File: config.mk
export PLATFORM = sky130hd
export DESIGN_NAME = seap_top
export DESIGN_NICKNAME = d
export VERILOG_FILES = /design/src/inc/seap_pkg.sv /design/src/core/seap_top.sv /design/src/core/seap_sync.sv /design/src/core/seap_tick.sv
export SDC_FILE = /design/constraint.sdc
export NUM_CORES = 1
export LEC_CHECK = 0
export ABC_AREA = 1
export BUFFER_PORTS_ARGS = -buffer_cell sky130_fd_sc_hd__buf_2
export CORE_ASPECT_RATIO = 1.75
export CORE_MARGIN = 4
export CORE_UTILIZATION = 45
export DETAILED_ROUTE_END_ITERATION = 12
export HOLD_SLACK_MARGIN = 0.15
export PLACE_DENSITY = 0.71
export SETUP_SLACK_MARGIN = 0.15
export SLEW_MARGIN = 10
export SYNTH_ARGS = -nofsm -noshare
export SYNTH_HDL_FRONTEND = slang
export SYNTH_SLANG_ARGS = --single-unit
File: constraint.sdc
create_clock -name mclk_in -period 3.5 [get_ports mclk_in]
set_clock_uncertainty 0.05 [all_clocks]
set_input_delay 0.7 -clock mclk_in [delete_from_list [all_inputs] [get_ports mclk_in]]
set_output_delay 0.7 -clock mclk_in [all_outputs]
set_load 0.02 [all_outputs]
File: src/inc/seap_pkg.sv
/*
  Constants, types and helper functions for the serial EEPROM access port.
  Assumes a single bus clock domain of 40 MHz and a three-wire serial EEPROM.
*/
// Overview of operation
// - One word write carries start, command, address, data.
// - Presence clear means failed command, garbage data.
// - Completed read returns word in bits 15-0.
// - Presence flag read-only, valid when not busy.
// - Writing start one launches the transaction.
// - While busy, flag reads one, writes ignored.
// - Busy flag clears when transaction ends.
// - Opcode 10 read, 01 write, 11 erase.
// - Opcode 00 sub-command from address bits 5-4.
// - Bits 21-16 give the serial word address.
// - Reserved and presence read zero after reset; busy reads one while the load runs.
// - Identity words loaded after reset, else zero.
// - Latency byte and two grant bits loaded too.
package seap_pkg;

  localparam logic [15:0] SEAP_REG_OFFSET = 16'hF100;
  localparam int SEAP_PRESENT_BIT = 25;
  localparam int SEAP_BUSY_BIT = 24;
  localparam int SEAP_OP_LSB = 22;
  localparam int SEAP_ADDR_LSB = 16;
  localparam logic [5:0] SEAP_RSVD_RST = 6'h00;

  localparam logic [1:0] SEAP_OP_EXT = 2'h0;
  localparam logic [1:0] SEAP_OP_WRITE = 2'h1;
  localparam logic [1:0] SEAP_OP_READ = 2'h2;
  localparam logic [1:0] SEAP_OP_ERASE = 2'h3;
  localparam logic [1:0] SEAP_SUB_EWDS = 2'h0;
  localparam logic [1:0] SEAP_SUB_WRAL = 2'h1;
  localparam logic [1:0] SEAP_SUB_ERAL = 2'h2;
  localparam logic [1:0] SEAP_SUB_EWEN = 2'h3;

  localparam logic [4:0] SEAP_CMD_BITS = 5'h09;
  localparam logic [4:0] SEAP_LEN_SHORT = 5'h09;
  localparam logic [4:0] SEAP_LEN_WRITE = 5'h19;
  localparam logic [4:0] SEAP_LEN_READ = 5'h1A;

  localparam logic [1:0] SEAP_WORD_IDENT_LO = 2'h1;
  localparam logic [1:0] SEAP_WORD_IDENT_HI = 2'h2;
  localparam logic [1:0] SEAP_WORD_LAT_GNT = 2'h3;

  localparam int SEAP_CLK_NS = 25;
  localparam int SEAP_SK_HALF_NS = 500;
  localparam int SEAP_CS_LOW_NS = 250;
  localparam int SEAP_WR_TMO_NS = 10000000;
  localparam int SEAP_SK_HALF_CYC = (SEAP_SK_HALF_NS + SEAP_CLK_NS - 1) / SEAP_CLK_NS;
  localparam int SEAP_CS_LOW_CYC = (SEAP_CS_LOW_NS + SEAP_CLK_NS - 1) / SEAP_CLK_NS;
  localparam int SEAP_WR_TMO_CYC = SEAP_WR_TMO_NS / SEAP_CLK_NS;

  typedef enum logic [2:0] {
    SEAP_IDLE = 3'h0,
    SEAP_SHIFT = 3'h1,
    SEAP_GAP = 3'h2,
    SEAP_POLL = 3'h3,
    SEAP_DONE = 3'h4
  } seap_state_e;

  typedef struct packed {
    logic [1:0] op;
    logic [5:0] addr;
    logic [15:0] data;
  } seap_cmd_s;

  typedef struct packed {
    seap_state_e st;
    logic auto_ld;
    logic [1:0] idx;
    seap_cmd_s cur;
    logic [24:0] sr;
    logic [16:0] rx;
    logic [4:0] cnt;
    logic [4:0] len;
    logic sk;
    logic cs;
    logic dout;
    logic oe;
    logic seen_low;
    logic ok;
  } seap_eng_s;

  typedef struct packed {
    logic busy;
    logic present;
    seap_cmd_s cmd;
    logic [31:0] ident;
    logic [7:0] lat;
    logic [1:0] gnt;
    logic [31:0] rdata;
  } seap_regs_s;

  localparam seap_eng_s SEAP_ENG_RST = '{st: SEAP_IDLE, auto_ld: 1'b1, idx: SEAP_WORD_IDENT_LO,
                                         default: '0};
  localparam seap_regs_s SEAP_REGS_RST = '{default: '0};

  // Number of serial clocks a command takes
  function automatic logic [4:0] seap_len(input seap_cmd_s c);
    logic [4:0] n;
    n = SEAP_LEN_SHORT;
    if (c.op == SEAP_OP_READ) begin
      n = SEAP_LEN_READ;
    end else if (c.op == SEAP_OP_WRITE) begin
      n = SEAP_LEN_WRITE;
    end else if (c.op == SEAP_OP_EXT && c.addr[5:4] == SEAP_SUB_WRAL) begin
      n = SEAP_LEN_WRITE;
    end
    return n;
  endfunction : seap_len

  // Commands that program the array and must wait for ready
  function automatic logic seap_needs_poll(input seap_cmd_s c);
    logic p;
    p = (c.op == SEAP_OP_WRITE) || (c.op == SEAP_OP_ERASE);
    if (c.op == SEAP_OP_EXT) begin
      p = (c.addr[5:4] == SEAP_SUB_WRAL) || (c.addr[5:4] == SEAP_SUB_ERAL);
    end
    return p;
  endfunction : seap_needs_poll

endpackage : seap_pkg

File: src/core/seap_top.sv
/*
  Serial EEPROM access port: one command register, a serial engine and the
  load of identity and latency/grant values after reset.
  Assumes a register port on the bus clock and a three-wire EEPROM whose
  data line is pulled high when nobody drives it.
*/
`timescale 1ns/1ps
module seap_top #(
  parameter int WR_TMO_CYC = seap_pkg::SEAP_WR_TMO_CYC
) (
  input wire logic mclk_in,
  input wire logic rstn_in,
  input wire logic reg_sel_in,
  input wire logic reg_wr_in,
  input wire logic [15:0] reg_addr_in,
  input wire logic [31:0] reg_wdata_in,
  output logic [31:0] reg_rdata_out,
  output logic eeprom_chip_select_out,
  output logic eeprom_serial_clock_out,
  output logic eeprom_serial_data_out,
  output logic eeprom_serial_data_oe_out,
  input wire logic eeprom_serial_data_in,
  output logic [31:0] subsystem_identification_out,
  output logic [7:0] max_latency_out,
  output logic [1:0] min_grant_out
);
  seap_pkg::seap_eng_s e_q;
  seap_pkg::seap_eng_s e_d;
  seap_pkg::seap_regs_s r_q;
  seap_pkg::seap_regs_s r_d;
  logic [31:0] tmo_q;
  logic [31:0] tmo_d;
  logic din_s;
  logic tick;

  // Register port decode
  wire addr_hit = (reg_addr_in == seap_pkg::SEAP_REG_OFFSET);
  wire wr_hit = reg_sel_in && reg_wr_in && addr_hit;
  wire wr_ok = wr_hit && !r_q.busy;
  wire rd_hit = reg_sel_in && !reg_wr_in;
  wire seap_pkg::seap_cmd_s wcmd = reg_wdata_in[23:0];
  wire [31:0] reg_view = {seap_pkg::SEAP_RSVD_RST, r_q.present, r_q.busy, r_q.cmd};

  // Engine decode
  wire is_read = (e_q.cur.op == seap_pkg::SEAP_OP_READ);
  wire last_clk = (e_q.cnt == e_q.len - 5'h01);
  wire cs_gap_end = (tmo_q == 32'(seap_pkg::SEAP_CS_LOW_CYC - 1));
  wire poll_tmo = (tmo_q == 32'(WR_TMO_CYC - 1));
  wire seap_pkg::seap_cmd_s auto_cmd = '{op: seap_pkg::SEAP_OP_READ,
                                         addr: {4'h0, e_q.idx}, data: 16'h0000};
  wire seap_pkg::seap_cmd_s launch_cmd = e_q.auto_ld ? auto_cmd : r_q.cmd;
  wire launch = (e_q.st == seap_pkg::SEAP_IDLE) && (e_q.auto_ld || r_q.busy);

  seap_sync #(
    .WIDTH(1)
  ) u_sync (
    .mclk_in(mclk_in),
    .rstn_in(rstn_in),
    .async_in(eeprom_serial_data_in),
    .sync_out(din_s)
  );

  seap_tick #(
    .HALF(seap_pkg::SEAP_SK_HALF_CYC)
  ) u_tick (
    .mclk_in(mclk_in),
    .rstn_in(rstn_in),
    .en_in(e_q.st == seap_pkg::SEAP_SHIFT),
    .tick_out(tick)
  );

  // Next state of the register file and the serial engine
  always_comb begin
    e_d = e_q;
    r_d = r_q;
    tmo_d = tmo_q;
    if (rd_hit) begin
      r_d.rdata = addr_hit ? reg_view : 32'h0000_0000;
    end
    if (wr_ok) begin
      r_d.cmd = wcmd;
      r_d.busy = reg_wdata_in[seap_pkg::SEAP_BUSY_BIT];
    end
    case (e_q.st)
      seap_pkg::SEAP_IDLE: begin
        if (launch) begin
          r_d.busy = 1'b1;
          e_d.cur = launch_cmd;
          e_d.sr = {1'b1, launch_cmd};
          e_d.len = seap_pkg::seap_len(launch_cmd);
          e_d.cnt = 5'h00;
          e_d.sk = 1'b0;
          e_d.cs = 1'b1;
          e_d.oe = 1'b1;
          e_d.dout = 1'b1;
          e_d.rx = 17'h1FFFF;
          e_d.st = seap_pkg::SEAP_SHIFT;
        end
      end
      seap_pkg::SEAP_SHIFT: begin
        if (tick && !e_q.sk) begin
          // Rising edge: sample read data before raising the clock
          e_d.sk = 1'b1;
          if (is_read && e_q.cnt >= seap_pkg::SEAP_CMD_BITS) begin
            e_d.rx = {e_q.rx[15:0], din_s};
          end
        end else if (tick) begin
          // Falling edge: present the next bit
          e_d.sk = 1'b0;
          e_d.cnt = e_q.cnt + 5'h01;
          e_d.sr = {e_q.sr[23:0], 1'b0};
          e_d.dout = e_q.sr[23];
          if (is_read && e_q.cnt == seap_pkg::SEAP_CMD_BITS - 5'h01) begin
            e_d.oe = 1'b0; // Release the line for the read data
            e_d.dout = 1'b0;
          end
          if (last_clk) begin
            e_d.cs = 1'b0;
            e_d.oe = 1'b0;
            e_d.dout = 1'b0;
            tmo_d = 32'h0000_0000;
            e_d.st = seap_pkg::SEAP_GAP;
          end
        end
      end
      seap_pkg::SEAP_GAP: begin
        tmo_d = tmo_q + 32'h0000_0001;
        if (cs_gap_end) begin
          tmo_d = 32'h0000_0000;
          if (seap_pkg::seap_needs_poll(e_q.cur)) begin
            e_d.cs = 1'b1; // Reselect to watch the ready line
            e_d.seen_low = 1'b0;
            e_d.st = seap_pkg::SEAP_POLL;
          end else begin
            e_d.ok = is_read ? !e_q.rx[16] : r_q.present;
            e_d.st = seap_pkg::SEAP_DONE;
          end
        end
      end
      seap_pkg::SEAP_POLL: begin
        tmo_d = tmo_q + 32'h0000_0001;
        if (!din_s) begin
          e_d.seen_low = 1'b1;
        end
        if (e_q.seen_low && din_s) begin
          e_d.ok = 1'b1;
          e_d.cs = 1'b0;
          e_d.st = seap_pkg::SEAP_DONE;
        end else if (poll_tmo) begin
          e_d.ok = 1'b0;
          e_d.cs = 1'b0;
          e_d.st = seap_pkg::SEAP_DONE;
        end
      end
      seap_pkg::SEAP_DONE: begin
        r_d.present = e_q.ok;
        e_d.st = seap_pkg::SEAP_IDLE;
        if (!e_q.auto_ld) begin
          if (is_read && e_q.ok) begin
            r_d.cmd.data = e_q.rx[15:0];
          end
          r_d.busy = 1'b0;
        end else if (!e_q.ok) begin
          e_d.auto_ld = 1'b0;
          r_d.busy = 1'b0;
        end else begin
          case (e_q.idx)
            seap_pkg::SEAP_WORD_IDENT_LO: r_d.ident[15:0] = e_q.rx[15:0];
            seap_pkg::SEAP_WORD_IDENT_HI: r_d.ident[31:16] = e_q.rx[15:0];
            default: begin
              r_d.lat = e_q.rx[15:8];
              r_d.gnt = e_q.rx[1:0];
            end
          endcase
          e_d.idx = e_q.idx + 2'h1;
          if (e_q.idx == seap_pkg::SEAP_WORD_LAT_GNT) begin
            e_d.auto_ld = 1'b0;
            r_d.busy = 1'b0;
          end
        end
      end
      default: begin
        e_d = seap_pkg::SEAP_ENG_RST;
      end
    endcase
  end

  // State registers
  always_ff @(posedge mclk_in) begin
    if (!rstn_in) begin
      e_q <= seap_pkg::SEAP_ENG_RST;
      r_q <= seap_pkg::SEAP_REGS_RST;
      tmo_q <= 32'h0000_0000;
    end else begin
      e_q <= e_d;
      r_q <= r_d;
      tmo_q <= tmo_d;
    end
  end

  // Outputs come straight from the state registers
  assign reg_rdata_out = r_q.rdata;
  assign eeprom_chip_select_out = e_q.cs;
  assign eeprom_serial_clock_out = e_q.sk;
  assign eeprom_serial_data_out = e_q.dout;
  assign eeprom_serial_data_oe_out = e_q.oe;
  assign subsystem_identification_out = r_q.ident;
  assign max_latency_out = r_q.lat;
  assign min_grant_out = r_q.gnt;
endmodule : seap_top

File: src/core/seap_sync.sv
/*
  Two-flop synchroniser for levels arriving from pins.
  Assumes the destination is the bus clock domain.
*/
`timescale 1ns/1ps
module seap_sync #(
  parameter int WIDTH = 1
) (
  input wire logic mclk_in,
  input wire logic rstn_in,
  input wire logic [WIDTH-1:0] async_in,
  output logic [WIDTH-1:0] sync_out
);
  logic [WIDTH-1:0] meta_q;
  logic [WIDTH-1:0] sync_q;

  // First stage feeds only the second stage
  always_ff @(posedge mclk_in) begin
    if (!rstn_in) begin
      meta_q <= '0;
      sync_q <= '0;
    end else begin
      meta_q <= async_in;
      sync_q <= meta_q;
    end
  end

  assign sync_out = sync_q;
endmodule : seap_sync

File: src/core/seap_tick.sv
/*
  Half-period tick generator for the EEPROM serial clock.
  Assumes the enable stays high for the whole shift phase.
*/
`timescale 1ns/1ps
module seap_tick #(
  parameter int HALF = 20
) (
  input wire logic mclk_in,
  input wire logic rstn_in,
  input wire logic en_in,
  output logic tick_out
);
  logic [15:0] cnt_q;
  logic tick_q;
  logic wrap;

  assign wrap = (cnt_q == 16'(HALF - 1));

  // Restart whenever disabled so every frame begins with a full half period
  always_ff @(posedge mclk_in) begin
    if (!rstn_in || !en_in) begin
      cnt_q <= 16'h0000;
      tick_q <= 1'b0;
    end else begin
      cnt_q <= wrap ? 16'h0000 : cnt_q + 16'h0001;
      tick_q <= wrap;
    end
  end

  assign tick_out = tick_q;
endmodule : seap_tick

# Yosys cells after proc, flatten, opt, wreduce, memory -nomap -nowiden
# Index checks and enable logic that the tools add are counted.
# word_totals
reg_bits	222
# op_classes
add_sub_neg	5
order_cmp	1
n_eq_ne	36
n_mux	71
bitwise_logic	6
reduce_logical	45
# op_table
operator	count
one-hot mux 46 bit (3 select lines)	1
2-to-1 mux 32 bit	4
one-hot mux 32 bit (3 select lines)	1
2-to-1 mux 42 bit	2
2-to-1 mux 16 bit	5
2-to-1 mux 80 bit	1
2-to-1 mux 24 bit	3
2-to-1 mux 58 bit	1
one-hot mux 24 bit (2 select lines)	1
2-to-1 mux 17 bit	2
2-to-1 mux 3 bit	11
adder 32 x 1 -> 32 bit (second input constant)	1
== test 32 x 19 -> 1 bit (second input constant)	1
== test 32 x 4 -> 1 bit (second input constant)	1
AND reduction 4 bit	8
2-to-1 mux 26 bit	1
2-to-1 mux 5 bit	5
!= test 2 bit (second input constant)	12
2-to-1 mux 1 bit	20
adder 16 x 1 -> 16 bit (second input constant)	1
== test 16 bit (second input constant)	1
== test 16 x 5 -> 1 bit (second input constant)	1
== test 2 bit (second input constant)	6
one-hot mux 2 bit (3 select lines)	2
other kinds (35)	72

# Depth between registers and ports, before layout
# depth
ltp_word	8
ltp_mapped	14
ltp_nobuf	14

# Modules after synthesis
# Synthesis repeated with hierarchy kept, for this count alone.
# hier_totals
cells_unflattened	1491
area_unflattened_um2	10562.6
# modules_own_cells
module	instances	cells_each	area_per_inst_um2	seq_area_each_um2
seap_top	1	1354	9613.0	3843.7
seap_tick	1	131	894.6	340.3
seap_sync	1	6	55.1	40.0

# Least setup slack after synthesis
# OpenSTA, ideal clock, no wires.
# synth_timing
path_kind	input port to flip-flop
from	in reg_addr_in[7]
to	reg r_q[80] (netlist name)
t_arrival_ps	1805
required_ps	3335
slack_ps	1530
path_stages	11
n_path_buf	2
cell_sequence	nor2_1 > nand2_1 > nor2_1 > and2_1 > buf_2 > nand3_2 > buf_2 > nand2_1 > nand2_1 > o21ai_0 > inv_1
# synth_between
elab_chain_len	7
# synth_lines
element	line_no	rtl
start, declared	seap_top.sv:15	input wire logic [15:0] reg_addr_in,
== test 16 bit *	seap_top.sv:37	wire addr_hit = (reg_addr_in == seap_pkg::SEAP_REG_OFFSET);
logical AND 1 bit *	seap_top.sv:38	wire wr_hit = reg_sel_in && reg_wr_in && addr_hit;
logical AND 1 bit *	seap_top.sv:39	wire wr_ok = wr_hit && !r_q.busy;
2-to-1 mux 16 bit *	seap_top.sv:80	if (wr_ok) begin
2-to-1 mux 16 bit	seap_top.sv:159	if (is_read && e_q.ok) begin
2-to-1 mux 16 bit	seap_top.sv:158	if (!e_q.auto_ld) begin
2-to-1 mux 58 bit *	seap_top.sv:84	case (e_q.st)
end signal, assigned	seap_top.sv:192	r_q <= seap_pkg::SEAP_REGS_RST;
end signal, assigned	seap_top.sv:196	r_q <= r_d;
end, declared	seap_top.sv:29	seap_pkg::seap_regs_s r_q;
# Mark *: on every way between the ends. The rest lies on a longest branch, timed or not.
# A chain may end at the register's enable or synchronous reset.

# Worst setup path after layout
# layout_timing
from	reg e_q[85] (netlist name)
to	reg e_q (netlist bit eeprom_serial_data_oe_out)
# layout_between
elab_chain_len	4
# layout_lines
element	line_no	rtl
start, declared	seap_top.sv:27	seap_pkg::seap_eng_s e_q;
start signal, assigned	seap_top.sv:191	e_q <= seap_pkg::SEAP_ENG_RST;
== test 3 x 2 -> 1 bit (tied with other cells)	seap_top.sv:84	
OR reduction 3 bit (no line) or logical AND 1 bit (tied branches)	--	
NOT 1 bit (no line) or != test 2 bit (tied branches)	--	
AND reduction 5 bit (no line)	--	
# Several ways; a longest one is shown, not always the timed one.

==> impl_results.md <==
* M2 GR Usage at 0.368
* Post-CTS Setup Repair Bufs at 0
* Fin crit share at 0.780
* Post-Route WL at 27.1 mm
* Slew @ Worst Pin at 0.801 ns
* Worst endpoint required time at 3.88 ns
* Total CTS buffers at 20
* Routability Congestion at 0.918
* P_int at 4750 uW
* Finished Layout Cells at 1,805
* Power share of the combinational group at 0.282
* Crit path kind: flop to flop
* Yosys reg bits at 211
* Yosys Warn Count at 0
* Switching Power at 2660 uW
* # H-tree levels at 1
* Routed len/inst at 15.0 um
* Setup violators final at 0
* Slew headroom at 0.466
* FP Rows at 73
* Fin. max-slew vios at 0
* Resize count post-CTS at 0
* HP Class: flop to flop
* Reg power frac at 0.396
* Setup TNS at 0 ns
* CTS Buffer Depth at 3
* Total core area at 22,700 um^2
* GR peak layer: met2
* Synthesized instance count at 1,485
* Async set-reset flop share out of synthesis at 0
* Grt total ovfl at 0
* Initial DRC count at 542
* Switching Share at 0.359
* IO buf count at 117
* Power share of the clock group at 0.322
* Layout area overhead at 8.62%
* Clock root buffer master: clkbuf_16
* VDD IR max at 0.381 mV
* Final net count at 1,555
* Post-DR vias/cell at 5.21
* Sequential area share after synthesis at 0.406
* Placed Instances at 1,769
* GRT Util Overall at 0.206
* Final Power at 7410 uW
* CP arrival at 3.11 ns
* Final min period at 2.73 ns
* RSZ-0062 raised after global routing: false
* Final Hold Viols at 0
* Critical-path maximum fanout at 49
* Ports at 131
* Hold buffer count at CTS at 0
* Setup crit end kind: flop
* Mean area per synthesized cell at 7.01 um^2
* Clock net sink count at 211
* Max Freq at 0.366 GHz
* Area of the multi-input gates at 4780 um^2
* First-pass GRT wire length at 43.6 mm
* Leak at 0.00481 uW
* Mapped Area at 10,400 um^2
* Ant. Diodes at 0
* Post-route ant nets at 0
* Synth unique cells at 44
* Pin count of the biggest net entering global routing at 73
* Status: finished, final reports clean
* Drt first pass iters at 5
* Hold WS at 0.365 ns
* DRC viols at 0
* Max-cap viol count at 0
* GR Layer Usage met1 at 0.250
* Initial Util at 0.457
* Final worst slack at 0.770 ns
* Share of cells above drive strength 1 at 0.127
* Initial antenna violation count at 0
* Sequential cell area at 4220 um^2
* DIE HEIGHT at 209 um
* Pre-CTS worst setup slack at 0.758 ns
* # fillers at 2,290
* Die area at 25,700 um^2
* Number of global-route vias before repair at 8,810
* Worst-Skew Late Latency at 0.51 ns
* Reg clk slew, reported paths at 0.07 ns
* Power Density at 656 nW/um^2
* Grt met3 use at 0.0217
* Startpoint types: flop
* Via count at 9,405
* Most used DFF post-synth: dfxtp_1
* Detailed Place HPWL at 19.0 mm
* Number of synthesized flops with an enable pin at 0
* Die X at 123 um
* CTS tree: yes
## critical path: stages, from the launching register on
cell,delay [ns]
dfxtp_1,0.36
nor2_2,0.20
nand2_2,0.29
nor2_4,0.60
a21oi_4,0.14
nand2_2,0.24
inv_2,0.32
nand2_1,0.16
o21ai_0,0.12
a21oi_1,0.15
## registers in the layout, summed over array words and instances, names as in the netlist
signal and cells:
e_q 60, subsystem_identification_out 32, tmo_q 32, r_q 26, reg_rdata_out 26, u_tick.cnt_q 16
max_latency_out 8, auto_cmd 2, min_grant_out 2, eeprom_chip_select_out 1, eeprom_serial_clock_out 1, eeprom_serial_data_oe_out 1
eeprom_serial_data_out 1, u_sync.meta_q 1, u_sync.sync_out 1, u_tick.tick_out 1
## final timing paths
path,start,endpoint,slack (ns),cells past startpoint
setup / recovery,e_q[85],eeprom_serial_data_oe_out,0.77,9
hold / removal,u_sync.meta_q,u_sync.sync_out,0.36,2
setup reg to reg,e_q[85],eeprom_serial_data_oe_out,0.77,9
hold reg to reg,u_sync.meta_q,u_sync.sync_out,0.36,2
## layer usage
| layer | wire length, um | share of wire | vias up |
|---|---|---|---|
| met4 | 867 | 0.032 | 0 |
| met1 | 11100 | 0.41 | 4297 |
| met5 | 0 | 0 | - |
| met2 | 13900 | 0.51 | 241 |
| li1 | - | - | 4814 |
| met3 | 1160 | 0.043 | 53 |
## synthesized netlist by cell type (21+ instances only)
master    instances  area (um^2)
clkbuf_1         38          143
a31oi_1          22          138
buf_2            26          130
buf_4            78          586
nand2_1         323         1210
inv_1           131          492
a21oi_1         164          821
o211ai_1         21          158
nand3_1          60          300
o21ai_0         156          781
nor2_1          133          499
dfxtp_1         211         4220
## final cells by class
class | instances | area share
multi-input cells | 993 | 0.423
clock buffers | 23 | 0.0471
inverters | 136 | 0.0452
repair buffers | 129 | 0.0600
clock inverters | 13 | 0.0173
well taps | 300 | 0.0332
flip-flops and latches | 211 | 0.374
## power groups by stage
stage	sequential, uW	clock [uW]	combinational (uW)
5_1_grt	2980	2540	2360
4_1_cts	2940	2440	2100
6_report	2940	2390	2090
3_3_place_gp	2980	0	2040
3_5_place_dp	2990	0	2090
2_1_floorplan	2950	0	1680
## cell usage in the layout, fill, tap and decap left out, types with 5 or more instances in the layout
cell type / instances
inv_1: 131
nor3_1: 19
buf_2: 116
dfxtp_1: 211
xor2_1: 8
inv_2: 5
nand3_1: 60
buf_4: 13
a211oi_1: 7
o211ai_1: 21
nand2_1: 323
ha_1: 11
xnor2_1: 5
o21ai_0: 156
a31oi_1: 22
conb_1: 6
o22ai_1: 5
clkbuf_16: 20
nand4_1: 11
nor2_1: 132
a21oi_1: 164
## cell families (layout without fill, tap and decap cells)
family | after synthesis | in the layout | share of synthesized area
and+or+nand+nor | 571 | 571 | 0.229
AOI/OAI and AO/OA | 392 | 392 | 0.204
buffers and inverters | 286 | 301 | 0.137
DFF | 211 | 211 | 0.406
xor gates and xnor gates | 13 | 13 | 0.0109
adders and majority gates | 11 | 11 | 0.0132
other | 1 | 6 | 0.000360
## metrics by stage
step,util,instance area [um^2]
after global placement,0.465,10600
final,0.497,11300
after floorplan,-,10400
after detailed placement,0.465,10600
after CTS,0.497,11300
after global routing,0.497,11300
Note: power is estimated with default switching activity, not from simulation.
